[src/logic/pser_defines.svh]
// Offsets, field positions, reset values and masks of the port event and status bank.
// Included by every design file of the bank except the package; holds definitions only.
`ifndef PSER_DEFINES_SVH
`define PSER_DEFINES_SVH

// ----------------------------------------------------------------
// Register offsets
// ----------------------------------------------------------------
`define PSER_ADDR_DETECT_VIEW   8'h04
`define PSER_ADDR_DETECT_COR    8'h05
`define PSER_ADDR_FAULT_VIEW    8'h06
`define PSER_ADDR_FAULT_COR     8'h07
`define PSER_ADDR_STARTUP_VIEW  8'h08
`define PSER_ADDR_STARTUP_COR   8'h09
`define PSER_ADDR_SUPPLY_VIEW   8'h0A
`define PSER_ADDR_SUPPLY_COR    8'h0B
`define PSER_ADDR_PORT_STATUS   8'h0C

// ----------------------------------------------------------------
// Reset values and implemented-bit masks
// ----------------------------------------------------------------
`define PSER_RESET_VALUE        8'h00
`define PSER_MASK_DETECT        8'h11
`define PSER_MASK_FAULT         8'h11
`define PSER_MASK_STARTUP       8'h10
`define PSER_MASK_SUPPLY        8'h9C
`define PSER_MASK_PORT_STATUS   8'h77

// ----------------------------------------------------------------
// Field positions
// ----------------------------------------------------------------
`define PSER_BIT_DETECT_DONE    0
`define PSER_BIT_CLASS_DONE     4
`define PSER_BIT_OC_SHUTDOWN    0
`define PSER_BIT_LOAD_DISC      4
`define PSER_BIT_CLASS_OC       4
`define PSER_BIT_SUPPLY_UV      2
`define PSER_BIT_SUPPLY_OV      3
`define PSER_BIT_LOCKOUT_REL    4
`define PSER_BIT_OVERTEMP       7
`define PSER_LSB_DET_RESULT     0
`define PSER_LSB_CLASS_RESULT   4

// Interrupt summary bit positions
`define PSER_INT_SUPPLY         7
`define PSER_INT_CLASS_OC       6
`define PSER_INT_OC_SHUTDOWN    5
`define PSER_INT_CLASS_DONE     4
`define PSER_INT_DETECT_DONE    3
`define PSER_INT_LOAD_DISC      2

`endif

[src/logic/pser_pkg.sv]
// Types shared by the port event and status bank.
// Assumes the defines header is compiled alongside.
package pser_pkg;
	typedef logic [7:0] pser_byte_type;
	typedef logic [2:0] pser_code_type;
	typedef enum logic {
		PSER_RUN,
		PSER_HELD
	} pser_hold_state_type;
endpackage : pser_pkg

[src/logic/pser_code_capture.sv]
// A three-bit result field captured on a phase-end pulse.
// Assumes the pulse lasts one clock and the code is valid with it.
`include "pser_defines.svh"
module pser_code_capture
	import pser_pkg::*;
(
	// Clock and reset
	input  wire logic          i_clk,
	input  wire logic          i_sys_rst,
	input  wire logic          i_hold,
	// Capture
	input  wire logic          i_capture,
	input  wire pser_code_type i_code,
	output pser_code_type      o_code
);
	pser_code_type code_r;

	always_ff @(posedge i_clk) begin
		if (i_sys_rst || i_hold) begin
			code_r <= '0;
		end else if (i_capture) begin
			code_r <= i_code;
		end
	end

	assign o_code = code_r;
endmodule // pser_code_capture

[src/logic/pser_event_reg.sv]
// One sticky event register with a plain and a clear-on-read view.
// Assumes set pulses are already gated off while the device is held in reset.
`include "pser_defines.svh"
module pser_event_reg
	import pser_pkg::*;
#(
	parameter pser_byte_type VALID_MASK = 8'hFF
) (
	// Clock and reset
	input  wire logic          i_clk,
	input  wire logic          i_sys_rst,
	// Control
	input  wire logic          i_hold,
	input  wire logic          i_clear,
	input  wire pser_byte_type i_set,
	// State
	output pser_byte_type      o_value
);
	pser_byte_type value_r;
	pser_byte_type value_nxt;

	// A set in the clearing cycle survives the clear
	assign value_nxt = ((i_clear ? `PSER_RESET_VALUE : value_r) | i_set) & VALID_MASK;

	always_ff @(posedge i_clk) begin
		if (i_sys_rst || i_hold) begin
			value_r <= `PSER_RESET_VALUE;
		end else begin
			value_r <= value_nxt;
		end
	end

	assign o_value = value_r;
endmodule // pser_event_reg

[src/logic/pser_event_status.sv]
// Event and status register bank of a single-port power-sourcing controller.
// Assumes a serial-port decoder outside turns host reads into one-cycle read strobes.
`include "pser_defines.svh"
module pser_event_status
	import pser_pkg::*;
#(
	// Class overcurrent limit per class code, eight current codes, code 0 in the low byte
	parameter logic [63:0] CLASS_LIMITS = 64'h8080_8080_8080_8080
) (
	// Clock and reset
	input  wire logic          i_clk,
	input  wire logic          i_sys_rst,
	// Register read port
	input  wire logic          i_reg_rd,
	input  wire pser_byte_type i_reg_addr,
	output pser_byte_type      o_reg_rdata,
	output logic               o_reg_rvalid,
	// Detection and classification
	input  wire logic          i_detect_done,
	input  wire pser_code_type i_detect_result,
	input  wire logic          i_class_done,
	input  wire pser_code_type i_class_result,
	// Port faults
	input  wire logic          i_load_removed_off,
	input  wire logic          i_startup_ok,
	input  wire logic          i_oc_event,
	input  wire logic          i_oc_shutdown,
	input  wire pser_byte_type i_port_current,
	input  wire logic          i_cutoff_manual,
	input  wire pser_byte_type i_cutoff_threshold_setting,
	// Supply and die monitors
	input  wire logic          i_supply_ov,
	input  wire logic          i_supply_uv,
	input  wire logic          i_supply_lockout,
	input  wire logic          i_thermal_shutdown,
	output logic               o_port_hold_off,
	// Interrupt summary
	input  wire logic [1:0]    i_power_event_summary,
	input  wire pser_byte_type i_int_mask,
	input  wire logic          i_global_clear_control,
	output pser_byte_type      o_int_summary,
	output logic               o_int_n
);
	// ----------------------------------------------------------------
	// Helpers
	// ----------------------------------------------------------------
	function automatic pser_byte_type class_limit(input pser_code_type code);
		class_limit = CLASS_LIMITS[{code, 3'b000} +: 8];
	endfunction

	function automatic pser_byte_type bit_at(input int pos, input logic v);
		bit_at = pser_byte_type'(v) << pos;
	endfunction

	// ----------------------------------------------------------------
	// Reset hold from supply lockout and thermal shutdown
	// ----------------------------------------------------------------
	pser_hold_state_type hold_state_r;
	pser_hold_state_type hold_state_nxt;
	logic                thermal_seen_r;
	logic                lockout_seen_r;
	wire logic           held      = i_supply_lockout | i_thermal_shutdown;
	wire logic           releasing = (hold_state_r == PSER_HELD) && !held;
	wire logic           run       = !held;

	always_comb begin
		hold_state_nxt = hold_state_r;
		case (hold_state_r)
			PSER_RUN: begin
				if (held) begin
					hold_state_nxt = PSER_HELD;
				end
			end
			PSER_HELD: begin
				if (!held) begin
					hold_state_nxt = PSER_RUN;
				end
			end
			default: hold_state_nxt = PSER_RUN;
		endcase
	end

	// The causes are remembered across the hold; the flags can only land after it
	always_ff @(posedge i_clk) begin
		if (i_sys_rst) begin
			hold_state_r   <= PSER_RUN;
			thermal_seen_r <= 1'b0;
			lockout_seen_r <= 1'b0;
		end else begin
			hold_state_r   <= hold_state_nxt;
			thermal_seen_r <= held ? (thermal_seen_r | i_thermal_shutdown) : 1'b0;
			lockout_seen_r <= held ? (lockout_seen_r | i_supply_lockout) : 1'b0;
		end
	end

	assign o_port_hold_off = held || (hold_state_r == PSER_HELD);

	// ----------------------------------------------------------------
	// Overcurrent thresholds
	// ----------------------------------------------------------------
	wire pser_byte_type class_thr  = class_limit(i_class_result);
	wire pser_byte_type cutoff_thr = i_cutoff_manual ? i_cutoff_threshold_setting
	                                                 : class_thr;
	wire logic          over_class  = i_port_current > class_thr;
	wire logic          over_cutoff = i_port_current > cutoff_thr;

	// ----------------------------------------------------------------
	// Event sets
	// ----------------------------------------------------------------
	wire logic set_class_oc = run && (i_oc_event || i_oc_shutdown) && over_class;
	wire logic set_oc_off   = run && i_oc_shutdown && i_startup_ok && over_cutoff;

	wire pser_byte_type detect_set  = bit_at(`PSER_BIT_DETECT_DONE, run && i_detect_done)
	                                | bit_at(`PSER_BIT_CLASS_DONE, run && i_class_done);
	wire pser_byte_type fault_set   = bit_at(`PSER_BIT_LOAD_DISC, run && i_load_removed_off)
	                                | bit_at(`PSER_BIT_OC_SHUTDOWN, set_oc_off);
	wire pser_byte_type startup_set = bit_at(`PSER_BIT_CLASS_OC, set_class_oc);
	wire pser_byte_type supply_set  = bit_at(`PSER_BIT_SUPPLY_OV, run && i_supply_ov)
	                                | bit_at(`PSER_BIT_SUPPLY_UV, run && i_supply_uv)
	                                | bit_at(`PSER_BIT_OVERTEMP, releasing && thermal_seen_r)
	                                | bit_at(`PSER_BIT_LOCKOUT_REL, releasing && lockout_seen_r);

	// ----------------------------------------------------------------
	// Clear-on-read decode
	// ----------------------------------------------------------------
	wire logic clr_detect  = (i_reg_rd && i_reg_addr == `PSER_ADDR_DETECT_COR)
	                       || i_global_clear_control;
	wire logic clr_fault   = (i_reg_rd && i_reg_addr == `PSER_ADDR_FAULT_COR)
	                       || i_global_clear_control;
	wire logic clr_startup = (i_reg_rd && i_reg_addr == `PSER_ADDR_STARTUP_COR)
	                       || i_global_clear_control;
	wire logic clr_supply  = (i_reg_rd && i_reg_addr == `PSER_ADDR_SUPPLY_COR)
	                       || i_global_clear_control;

	// ----------------------------------------------------------------
	// Registers
	// ----------------------------------------------------------------
	pser_byte_type detect_q;
	pser_byte_type fault_q;
	pser_byte_type startup_q;
	pser_byte_type supply_q;
	pser_code_type det_code;
	pser_code_type class_code;

	pser_event_reg #(.VALID_MASK(`PSER_MASK_DETECT)) u_detect (
		.i_clk     (i_clk),
		.i_sys_rst (i_sys_rst),
		.i_hold    (held),
		.i_clear   (clr_detect),
		.i_set     (detect_set),
		.o_value   (detect_q)
	);

	pser_event_reg #(.VALID_MASK(`PSER_MASK_FAULT)) u_fault (
		.i_clk     (i_clk),
		.i_sys_rst (i_sys_rst),
		.i_hold    (held),
		.i_clear   (clr_fault),
		.i_set     (fault_set),
		.o_value   (fault_q)
	);

	pser_event_reg #(.VALID_MASK(`PSER_MASK_STARTUP)) u_startup (
		.i_clk     (i_clk),
		.i_sys_rst (i_sys_rst),
		.i_hold    (held),
		.i_clear   (clr_startup),
		.i_set     (startup_set),
		.o_value   (startup_q)
	);

	pser_event_reg #(.VALID_MASK(`PSER_MASK_SUPPLY)) u_supply (
		.i_clk     (i_clk),
		.i_sys_rst (i_sys_rst),
		.i_hold    (held),
		.i_clear   (clr_supply),
		.i_set     (supply_set),
		.o_value   (supply_q)
	);

	pser_code_capture u_det_code (
		.i_clk     (i_clk),
		.i_sys_rst (i_sys_rst),
		.i_hold    (held),
		.i_capture (run && i_detect_done),
		.i_code    (i_detect_result),
		.o_code    (det_code)
	);

	pser_code_capture u_class_code (
		.i_clk     (i_clk),
		.i_sys_rst (i_sys_rst),
		.i_hold    (held),
		.i_capture (run && i_class_done),
		.i_code    (i_class_result),
		.o_code    (class_code)
	);

	wire pser_byte_type port_status = {1'b0, class_code, 1'b0, det_code};

	// ----------------------------------------------------------------
	// Read mux
	// ----------------------------------------------------------------
	wire logic sel_detect  = i_reg_addr == `PSER_ADDR_DETECT_VIEW
	                      || i_reg_addr == `PSER_ADDR_DETECT_COR;
	wire logic sel_fault   = i_reg_addr == `PSER_ADDR_FAULT_VIEW
	                      || i_reg_addr == `PSER_ADDR_FAULT_COR;
	wire logic sel_startup = i_reg_addr == `PSER_ADDR_STARTUP_VIEW
	                      || i_reg_addr == `PSER_ADDR_STARTUP_COR;
	wire logic sel_supply  = i_reg_addr == `PSER_ADDR_SUPPLY_VIEW
	                      || i_reg_addr == `PSER_ADDR_SUPPLY_COR;
	wire logic sel_status  = i_reg_addr == `PSER_ADDR_PORT_STATUS;

	// Unmapped addresses read zero, matching the reserved holes around the bank
	wire pser_byte_type rd_mux = sel_detect  ? detect_q  :
	                             sel_fault   ? fault_q   :
	                             sel_startup ? startup_q :
	                             sel_supply  ? supply_q  :
	                             sel_status  ? port_status : `PSER_RESET_VALUE;

	pser_byte_type rdata_r;
	logic          rvalid_r;

	// Data is taken before the clear lands, so a clear-on-read returns the old value
	always_ff @(posedge i_clk) begin
		if (i_sys_rst) begin
			rdata_r  <= `PSER_RESET_VALUE;
			rvalid_r <= 1'b0;
		end else begin
			rdata_r  <= i_reg_rd ? rd_mux : rdata_r;
			rvalid_r <= i_reg_rd;
		end
	end

	assign o_reg_rdata  = rdata_r;
	assign o_reg_rvalid = rvalid_r;

	// ----------------------------------------------------------------
	// Interrupt summary
	// ----------------------------------------------------------------
	assign o_int_summary = bit_at(`PSER_INT_SUPPLY, |supply_q)
	                     | bit_at(`PSER_INT_CLASS_OC, startup_q[`PSER_BIT_CLASS_OC])
	                     | bit_at(`PSER_INT_OC_SHUTDOWN, fault_q[`PSER_BIT_OC_SHUTDOWN])
	                     | bit_at(`PSER_INT_CLASS_DONE, detect_q[`PSER_BIT_CLASS_DONE])
	                     | bit_at(`PSER_INT_DETECT_DONE, detect_q[`PSER_BIT_DETECT_DONE])
	                     | bit_at(`PSER_INT_LOAD_DISC, fault_q[`PSER_BIT_LOAD_DISC])
	                     | {6'h00, i_power_event_summary};

	logic int_n_r;

	always_ff @(posedge i_clk) begin
		if (i_sys_rst) begin
			int_n_r <= 1'b1;
		end else begin
			int_n_r <= !(|(o_int_summary & i_int_mask));
		end
	end

	assign o_int_n = int_n_r;
endmodule // pser_event_status

[config.mk]
export PLATFORM = sky130hd
export DESIGN_NAME = pser_event_status
export DESIGN_NICKNAME = d
export VERILOG_FILES = /design/src/logic/pser_pkg.sv /design/src/logic/pser_code_capture.sv /design/src/logic/pser_event_reg.sv /design/src/logic/pser_event_status.sv
export VERILOG_INCLUDE_DIRS = /design/src /design/src/logic
export SDC_FILE = /design/constraint.sdc
export NUM_CORES = 1
export LEC_CHECK = 0
export ABC_CLOCK_PERIOD_IN_PS = 1300
export BUFFER_PORTS_ARGS = -buffer_cell sky130_fd_sc_hd__buf_2
export CAP_MARGIN = 30
export CELL_PAD_IN_SITES_DETAIL_PLACEMENT = 1
export CELL_PAD_IN_SITES_GLOBAL_PLACEMENT = 1
export CORE_AREA = 2 2 82 84
export CTS_CLUSTER_DIAMETER = 100
export CTS_CLUSTER_SIZE = 40
export DETAILED_ROUTE_END_ITERATION = 8
export DIE_AREA = 0 0 84 86
export PLACE_DENSITY_LB_ADDON = 0.25
export SLEW_MARGIN = 20
export SYNTH_ARGS = -nofsm -noshare
export SYNTH_HDL_FRONTEND = slang
export SYNTH_HIERARCHICAL = 1
export SYNTH_SLANG_ARGS = --single-unit
[constraint.sdc]
create_clock -name i_clk -period 1.3 [get_ports i_clk]
set_input_delay 0.195 -clock i_clk [delete_from_list [all_inputs] [get_ports i_clk]]
set_output_delay 0.195 -clock i_clk [all_outputs]
set_load 0.02 [all_outputs]
==> metrics.yaml, run 1 <==
routing:
  drc: 0
  num_vias: 1838
  drtAntennaViolNets: 0
  routed_wl_um: 5480
  drt_iter0_drc: 61
  drtPass1Iterations: 4
  routed_via_density: 4.63
  drt-wirelength-per-cell_um: 13.8
floorplan:
  io_pins: 74
  dieArea_mm2: 0.00722
  die_h_um: 86
  rows: 29
  core_mm2: 0.00628
  start_util_pct: 31.1
  die_w_um: 84
final_layout:
  layout.cells.most_common: "buf_2"
  fin_cells: 397
  fin_area_mm2: 0.00262
  fillCellCount: 820
  diodes: 0
  multi_input_area_mm2: 0.00131
  regArea_um2: 563
  layout_common_cells: "buf_2, dfxtp_1, buf_4"
  drive_gt1_share_pct: 40.0
  area_delta_synth_final_pct: 34.1
  fin_nets: 384
setup_path:
  crit_chain: "nor4_4, nand2_2, buf_6"
  cp_max_fo: 3
  critPathTopFamily: "simple AND/OR/NAND/NOR gates"
  cp_slowest_cell: "dfxtp_2"
  crit_arrival_ns: 1.18
  endpoint_kind: "output pin"
  cp.required_ns: 1.11
  critical_path_class: "reg -> out"
  crit_path_start_kind: "register"
  max_stage_delay_ns: 0.36
  crit_buf_inv: 1
global_route:
  antenna_found_initial: 0
  grt.overflow.total: 0
  grt_usage_pct: 15.2
  grt_pass1_wl_um: 8940
  grt_max_degree: 22
  grt_pass1_vias: 1892
synth:
  ys_warn_count: 6
  synthCells: 235
  synth.avg_cell_area_um2: 8.31
  synth_area_mm2: 0.00195
cts:
  clkTransAtPathRegs_ns: 0.10
  cts-buffers-inserted: 3
  h-tree-depth: 1
  clockRootBuffer: "clkbuf_8"
  cts_tree: "built"
  cts_max_path_buffers: 2
  clk-insertion-delay-late_ns: 0.27
  clock-sinks: 28
timing:
  skew_ns: 0.00406
  fmax_mhz: 726
  period_share_pct: 106
  setup_slack_ns: -0.0777
  hold_viol: 0
  final-setup-viol-count: 1
  period_needed_ns: 1.38
  drv_slew: 0
  final.setup.tns_ns: -0.0777
  rsz0062_at_grt: "true"
place:
  place_hpwl_um: 4500
  gp_congestion: 0.794
  post_dp_cell_area_mm2: 0.00242
  placedCellCount: 391
  port_buffers: 73
run_status:
  violations: "setup timing"
  status: "finished, violations left"
pwr:
  powerDensity_mw_per_mm2: 740
  ir_drop_v: 0.000457
  leakagePower_nw: 1.19
min_path:
  hold_path_class: "in -> reg"
run:
  cap_violations: 0
==> path summary, 6_finish.rpt <==
path | from | end | slack (ns) | cells past startpoint
setup / recovery | u_supply/o_value[4] | o_int_summary[7] | -0.08 | 3
hold / removal | i_supply_lockout | lockout_seen_r | 0.15 | 2
setup reg to reg | u_supply/o_value[4] | o_int_n | 0.12 | 5
hold reg to reg | lockout_seen_r | lockout_seen_r | 0.46 | 1
==> repair_timing <==
action	in CTS	in global routing
pin swaps	2	3
gates resized for setup	4	20
hold buffers	0	0
endpoints found under the setup margin	1	15
gates cloned	0	0
setup buffers	1	1
==> metrics by stage <==
stage	total power [mW]	hold WS (ns)	utilization, %	setup slack [ns]
3_3_place_gp	1.36	0.434	38.6	-0.250
5_1_grt	2.06	0.147	41.7	-0.135
6_report	1.94	0.147	41.7	-0.0777
2_1_floorplan	1.21	0.272	-	-0.0684
4_1_cts	1.92	0.146	39.8	-0.100
3_5_place_dp	1.37	0.437	38.6	-0.278
==> layout make-up <==
type | instances | share of cell area, %
inverter | 12 | 1.72
multi-input combinational | 179 | 49.9
sequential | 28 | 21.5
timing repair buffer | 97 | 21.2
clock buffer | 4 | 2.10
tap | 77 | 3.68
==> state kept, by name, indices dropped and copies added, names as in the netlist <==
signal,count
u_fault/o_value,2
o_reg_rvalid,1
hold_state_r,1
o_int_n,1
u_class_code/o_code,3
u_det_code/o_code,3
lockout_seen_r,1
o_reg_rdata,8
thermal_seen_r,1
u_detect/o_value,2
u_supply/o_value,4
u_startup/o_value,1
==> layer usage <==
metal	routed length, um	GRT usage, %
met1	2460	19.0
met2	2730	27.9
met5	0	0
met3	254	2.41
met4	36	3.08
==> power breakdown <==
part / total, mW / switching (mW) / internal, mW / leakage, nW
Clock: 0.550 / 0.279 / 0.271 / 0.0288
Combinational: 0.492 / 0.253 / 0.239 / 0.931
Sequential: 0.897 / 0.0127 / 0.884 / 0.230
(Power assumes the default switching activity.)
==> run 2: changes to the inputs <==
ABC_CLOCK_PERIOD_IN_PS = 1590   (was 1300)
CORE_AREA = 2 2 75 77   (was 2 2 82 84)
DIE_AREA = 0 0 77 79   (was 0 0 84 86)
clock period = 1.59 ns   (was 1.3 ns; I/O delays follow)
==> run 2 against run 1 <==
  * The flow now finishes without violations
  * Global-route usage is 2.0 points higher
  * Die area is 16% lower
  * Combinational power is 31% lower
==> metrics.yaml, run 2 (synthesis results as in run 1) <==
run_status:
  status: "finished, final reports clean"  # was finished, violations left
final_layout:
  drive_gt1_share_pct: 30.8  # was 40.0%
  layout.cells.most_common: "buf_2"  # unchanged
  fillCellCount: 707  # was 820
  diodes: 0  # unchanged
  fin_nets: 369  # was 384
  area_delta_synth_final_pct: 21.1  # was 34.1%
  fin_cells: 377  # was 397
  layout_common_cells: "buf_2, dfxtp_1, nor2_1, conb_1, mux2i_1"  # was buf_2, dfxtp_1, buf_4
  largest_reg_flops: 8  # unchanged
timing:
  period_share_pct: 92.4
  final.setup.tns_ns: 0  # was -0.0777 ns
  fmax_mhz: 681
  rsz0062_at_grt: "false"  # was true
  hold_viol: 0  # unchanged
  period_needed_ns: 1.47
  drv_slew: 0  # unchanged
  skew_ns: 0.00294  # was 0.00406 ns
  final-setup-viol-count: 0  # was 1
place:
  port_buffers: 73  # unchanged
  place_hpwl_um: 4180  # was 4500 um
  gp_congestion: 0.750  # was 0.794
  placedCellCount: 373  # was 391
pwr:
  powerDensity_mw_per_mm2: 644  # was 740 mW/mm2
  ir_drop_v: 0.000272  # was 0.000457 V
  leakagePower_nw: 1.10  # was 1.19 nW
setup_path:
  endpoint_kind: "output pin"  # unchanged
  rrSetupSlack_ns: 0.46  # was 0.12 ns
  cp.required_ns: 1.35  # was 1.11 ns
  crit_chain: "nor4_1, nand2_1, buf_2"  # was nor4_4, nand2_2, buf_6
  max_stage_delay_ns: 0.35  # was 0.36 ns
  cp_max_fo: 3  # unchanged
  regToRegEndpoint: "o_reg_rdata[4]"  # was o_int_n
  cp_slowest_cell: "dfxtp_1"  # was dfxtp_2
  crit_path_start_kind: "register"  # unchanged
  r2r-start: "u_startup/o_value[4]"  # was u_supply/o_value[4]
  reg2reg_depth: 4  # was 5
  critical_path_class: "reg -> out"  # unchanged
  crit_arrival_ns: 1.23  # was 1.18 ns
global_route:
  antenna_found_initial: 0  # unchanged
  grt_usage_pct: 17.3  # was 15.2%
  grt.overflow.total: 0  # unchanged
  grt_max_degree: 22  # unchanged
  grt_pass1_wl_um: 8470  # was 8940 um
  grt_pass1_vias: 1898  # was 1892
routing:
  routed_via_density: 4.87  # was 4.63
  drc: 0  # unchanged
  routed_wl_um: 5070  # was 5480 um
  num_vias: 1837  # was 1838
  drt_iter0_drc: 69  # was 61
  drtAntennaViolNets: 0  # unchanged
  drtPass1Iterations: 4  # unchanged
  drt-wirelength-per-cell_um: 13.5  # was 13.8 um
run:
  cap_violations: 0  # unchanged
min_path:
  holdPathEnd: "thermal_seen_r"  # was lockout_seen_r
  hold_path_class: "in -> reg"  # unchanged
  hold_start: "i_thermal_shutdown"  # was i_supply_lockout
  whs_path_depth: 2  # unchanged
floorplan:
  rows: 27  # was 29
  die_h_um: 79  # was 86 um
  die_w_um: 77  # was 84 um
  dieArea_mm2: 0.00608  # was 0.00722 mm2
  io_pins: 74  # unchanged
  start_util_pct: 36.6  # was 31.1%
  core_mm2: 0.00534  # was 0.00628 mm2
cts:
  cts_max_path_buffers: 2  # unchanged
  clockRootBuffer: "clkbuf_8"  # unchanged
  cts_tree: "built"  # unchanged
  clkTransAtPathRegs_ns: 0.10  # about the same
  clock-sinks: 28  # unchanged
  cts_setup_buffers: 0  # was 1
  clk-insertion-delay-late_ns: 0.27  # about the same
  cts-buffers-inserted: 3  # unchanged
  hold_buffers: 0  # unchanged
  h-tree-depth: 1  # unchanged
  cts_resized: 0  # was 4
-- run 2: cell type report --
| type | instances | area (um2) | share of cell area, % |
|---|---|---|---|
| Clock buffer | 4 | 55.1 | 2.33 |
| Inverter | 12 | 45.0 | 1.90 |
| Multi-Input combinational cell | 179 | 1180 | 49.9 |
| Sequential cell | 28 | 561 | 23.7 |
| Tap cell | 72 | 90.1 | 3.81 |
| Timing Repair Buffer | 82 | 433 | 18.3 |
-- run 2: worst max-delay path by stage --
| stage | start | to | slack, ns | cells past startpoint |
|---|---|---|---|---|
| 3_3_place_gp | i_reg_addr[5] | o_reg_rdata[6] | -0.008 | 5 |
| 5_1_grt | u_supply/o_value[2] | o_int_summary[7] | 0.06 | 3 |
| 4_1_cts | u_supply/o_value[2] | o_int_summary[7] | 0.10 | 3 |
| 6_report | u_supply/o_value[2] | o_int_summary[7] | 0.12 | 3 |
| 3_5_place_dp | i_reg_addr[5] | u_detect/o_value[4] | -0.10 | 7 |
| 2_1_floorplan | i_reg_addr[2] | u_startup/o_value[4] | 0.15 | 5 |
-- run 2: critical path, delay by kind of cell (launching register included) --
family,cells,cell delay [ns]
flip-flops,1,0.35
buffers and inverters,1,0.19
AND/OR/NAND/NOR,2,0.42
-- run 2: through the flow --
stage	area [um2]	utilization, %	setup slack (ns)	hold WS, ns	power [mW]
floorplan	2020	-	0.148	0.315	0.989
global placement	2310	43.3	-0.00772	0.431	1.08
detailed placement	2310	43.3	-0.101	0.436	1.09
CTS	2360	44.3	0.104	0.196	1.54
global route	2360	44.3	0.0558	0.197	1.61
finish	2360	44.3	0.121	0.197	1.52
-- run 2: where the power goes --
group,switching (mW),internal [mW]
clock network,0.226,0.222
logic,0.183,0.157
registers,0.0107,0.723
-- run 2: layer usage --
layer  up-vias  track usage [%]  wire length [um]
met1       868             21.4              2300
met3         2             2.16               225
met2        47             31.8              2520
li1        920                -                 -
met4         0             4.29                27
met5         -                0                 0
==> run 3: changes to the inputs <==
BUFFER_PORTS_ARGS = default   (was -buffer_cell sky130_fd_sc_hd__buf_2)
CORE_AREA = 2 2 67 69   (was 2 2 75 77)
DIE_AREA = 0 0 69 71   (was 0 0 77 79)
DONT_BUFFER_PORTS = 1   (was default)
==> run 3 against run 2 <==
  * Die area fell by 19%
  * Setup slack improved by 0.044 ns
  * Sequential share of layout area rose by 4.5 points
  * Sequential power rose by 3%
  * Worst hold slack got worse by 0.18 ns
  * Via count fell by 16%
  * Highest routed layer unchanged
==> metrics.yaml, run 3 (synthesis results as in run 1) <==
pwr:
  p_sw_mw: 0.371  # was 0.421 mW
  pwr-share-comb_pct: 12.8  # was 22.4%
  p_int_mw: 1.16  # was 1.10 mW
  seqPwrFrac_pct: 49.2  # was 48.2%
  pwr-share-clk_pct: 38.0  # was 29.4%
  leakagePower_nw: 0.799  # was 1.10 nW
  powerDensity_mw_per_mm2: 770  # was 644 mW/mm2
  ir_drop_v: 0.000465  # was 0.000272 V
  swShare_pct: 24.2  # was 27.6%
timing:
  skew_ns: 0.0132  # was 0.00294 ns
  period_needed_ns: 1.43  # was 1.47 ns
  final-setup-viol-count: 0  # unchanged
  final.setup.tns_ns: 0  # unchanged
  rsz0062_at_grt: "false"  # unchanged
  fmax_mhz: 702  # was 681 MHz
  setup_slack_ns: 0.165  # was 0.121 ns
  period_share_pct: 89.6  # was 92.4%
  drv_slew: 0  # unchanged
  hold_viol: 0  # unchanged
  hold_ws_ns: 0.0213  # was 0.197 ns
floorplan:
  dieArea_mm2: 0.00490  # was 0.00608 mm2
  die_h_um: 71  # was 79 um
  start_util_pct: 46.5  # was 36.6%
  rows: 24  # was 27
  core_mm2: 0.00420  # was 0.00534 mm2
  io_pins: 74  # unchanged
  die_w_um: 69  # was 77 um
cts:
  cts_max_path_buffers: 2  # unchanged
  clockRootBuffer: "clkbuf_8"  # unchanged
  clock-sinks: 28  # unchanged
  cts_tree: "built"  # unchanged
  h-tree-depth: 1  # unchanged
  hold_buffers: 1  # was 0
  cts_setup_buffers: 0  # unchanged
  cts-buffers-inserted: 3  # unchanged
  clkTransAtPathRegs_ns: 0.11  # was 0.10 ns
  clk-insertion-delay-late_ns: 0.29  # was 0.27 ns
  cts_resized: 0  # unchanged
place:
  gp_congestion: 0.769  # was 0.750
  placedCellCount: 277  # was 373
  place_ws_ns: 0.0728  # was -0.101 ns
  place_hpwl_um: 3380  # was 4180 um
  port_buffers: 0  # was 73
final_layout:
  area_delta_synth_final_pct: 1.79  # was 21.1%
  largest_reg_flops: 8  # unchanged
  drive_gt1_share_pct: 7.79  # was 30.8%
  final_util_pct: 47.3  # was 44.3%
  layout_common_cells: "dfxtp_1, nor2_1, conb_1"  # was buf_2, dfxtp_1, nor2_1, conb_1, mux2i_1
  layout.cells.most_common: "dfxtp_1"  # was buf_2
  fin_nets: 295  # was 369
  diodes: 0  # unchanged
  fin_cells: 283  # was 377
setup_path:
  cp_max_fo: 3  # unchanged
  reg2reg_depth: 4  # unchanged
  regToRegEndpoint: "o_int_n"  # was o_reg_rdata[4]
  cp.required_ns: 1.35  # about the same
  critical_path_class: "reg -> out"  # unchanged
  crit_arrival_ns: 1.19  # was 1.23 ns
  r2r-start: "u_supply/o_value[2]"  # was u_startup/o_value[4]
  endpoint_kind: "output pin"  # unchanged
  crit_path_start_kind: "register"  # unchanged
  rrSetupSlack_ns: 0.33  # was 0.46 ns
  startpoint: "u_supply/o_value[2]"  # unchanged
  setup.worst_path.end: "o_int_summary[7]"  # unchanged
routing:
  drtAntennaViolNets: 0  # unchanged
  routed_wl_um: 4470  # was 5070 um
  num_vias: 1539  # was 1837
  drc: 0  # unchanged
  drtPass1Iterations: 4  # unchanged
  drt-wirelength-per-cell_um: 15.8  # was 13.5 um
  routed_via_density: 5.44  # was 4.87
  drt_iter0_drc: 53  # was 69
min_path:
  hold_path_class: "in -> reg"  # unchanged
  hold_start: "i_sys_rst"  # was i_thermal_shutdown
global_route:
  antenna_found_initial: 0  # unchanged
  grt_usage_pct: 19.1  # was 17.3%
  grt_pass1_wl_um: 7540  # was 8470 um
  grt_pass1_vias: 1612  # was 1898
  grt.overflow.total: 0  # unchanged
  grt_max_degree: 21  # was 22
run_status:
  status: "finished, final reports clean"  # unchanged
run:
  cap_violations: 0  # unchanged
## run 3: worst min-delay path by stage
stage / to / slack (ns) / cells past startpoint
3_5_place_dp: o_reg_rdata[7] / 0.32 / 1
4_1_cts: u_class_code/o_code[1] / 0.0002 / 1
3_3_place_gp: o_reg_rvalid / 0.32 / 1
2_1_floorplan: u_class_code/o_code[0] / 0.32 / 1
6_report: u_class_code/o_code[0] / 0.02 / 1
5_1_grt: o_reg_rdata[7] / 0.01 / 1
## run 3: layer usage
layer	track usage, %	vias to the layer above	wire length, um
li1	-	769	-
met1	22.8	716	1960
met2	31.2	45	2070
met3	5.56	9	299
met4	10.0	0	140
met5	0	-	0
## run 3: worst max-delay path: stages, from the launching register on
cell and delay, ns:
dfxtp_1 0.34, nor4_1 0.29, nand2_1 0.26
## run 3: final cells by class
| class | count | area (um2) |
|---|---|---|
| clock buffers | 3 | 41.3 |
| clock inverters | 1 | 30.0 |
| fillers | 528 | 2220 |
| inverters | 12 | 45.0 |
| multi-input cells | 179 | 1180 |
| flip-flops and latches | 28 | 561 |
| well taps | 52 | 65.1 |
| repair buffers | 8 | 65.1 |
## run 3: power groups by stage
stage          logic (mW)  clock network (mW)  registers [mW]
5_1_grt             0.225               0.618           0.756
2_1_floorplan       0.222                   0           0.766
6_report            0.196               0.581           0.753
3_5_place_dp        0.188                   0           0.770
3_3_place_gp        0.182                   0           0.769
4_1_cts             0.195               0.593           0.754
## run 3: stage by stage
| step | total power [mW] | instance area, um2 |
|---|---|---|
| finish | 1.53 | 1990 |
| CTS | 1.54 | 1980 |
| global placement | 0.952 | 1900 |
| floorplan | 0.989 | 2020 |
| detailed placement | 0.958 | 1900 |
| global route | 1.60 | 1990 |
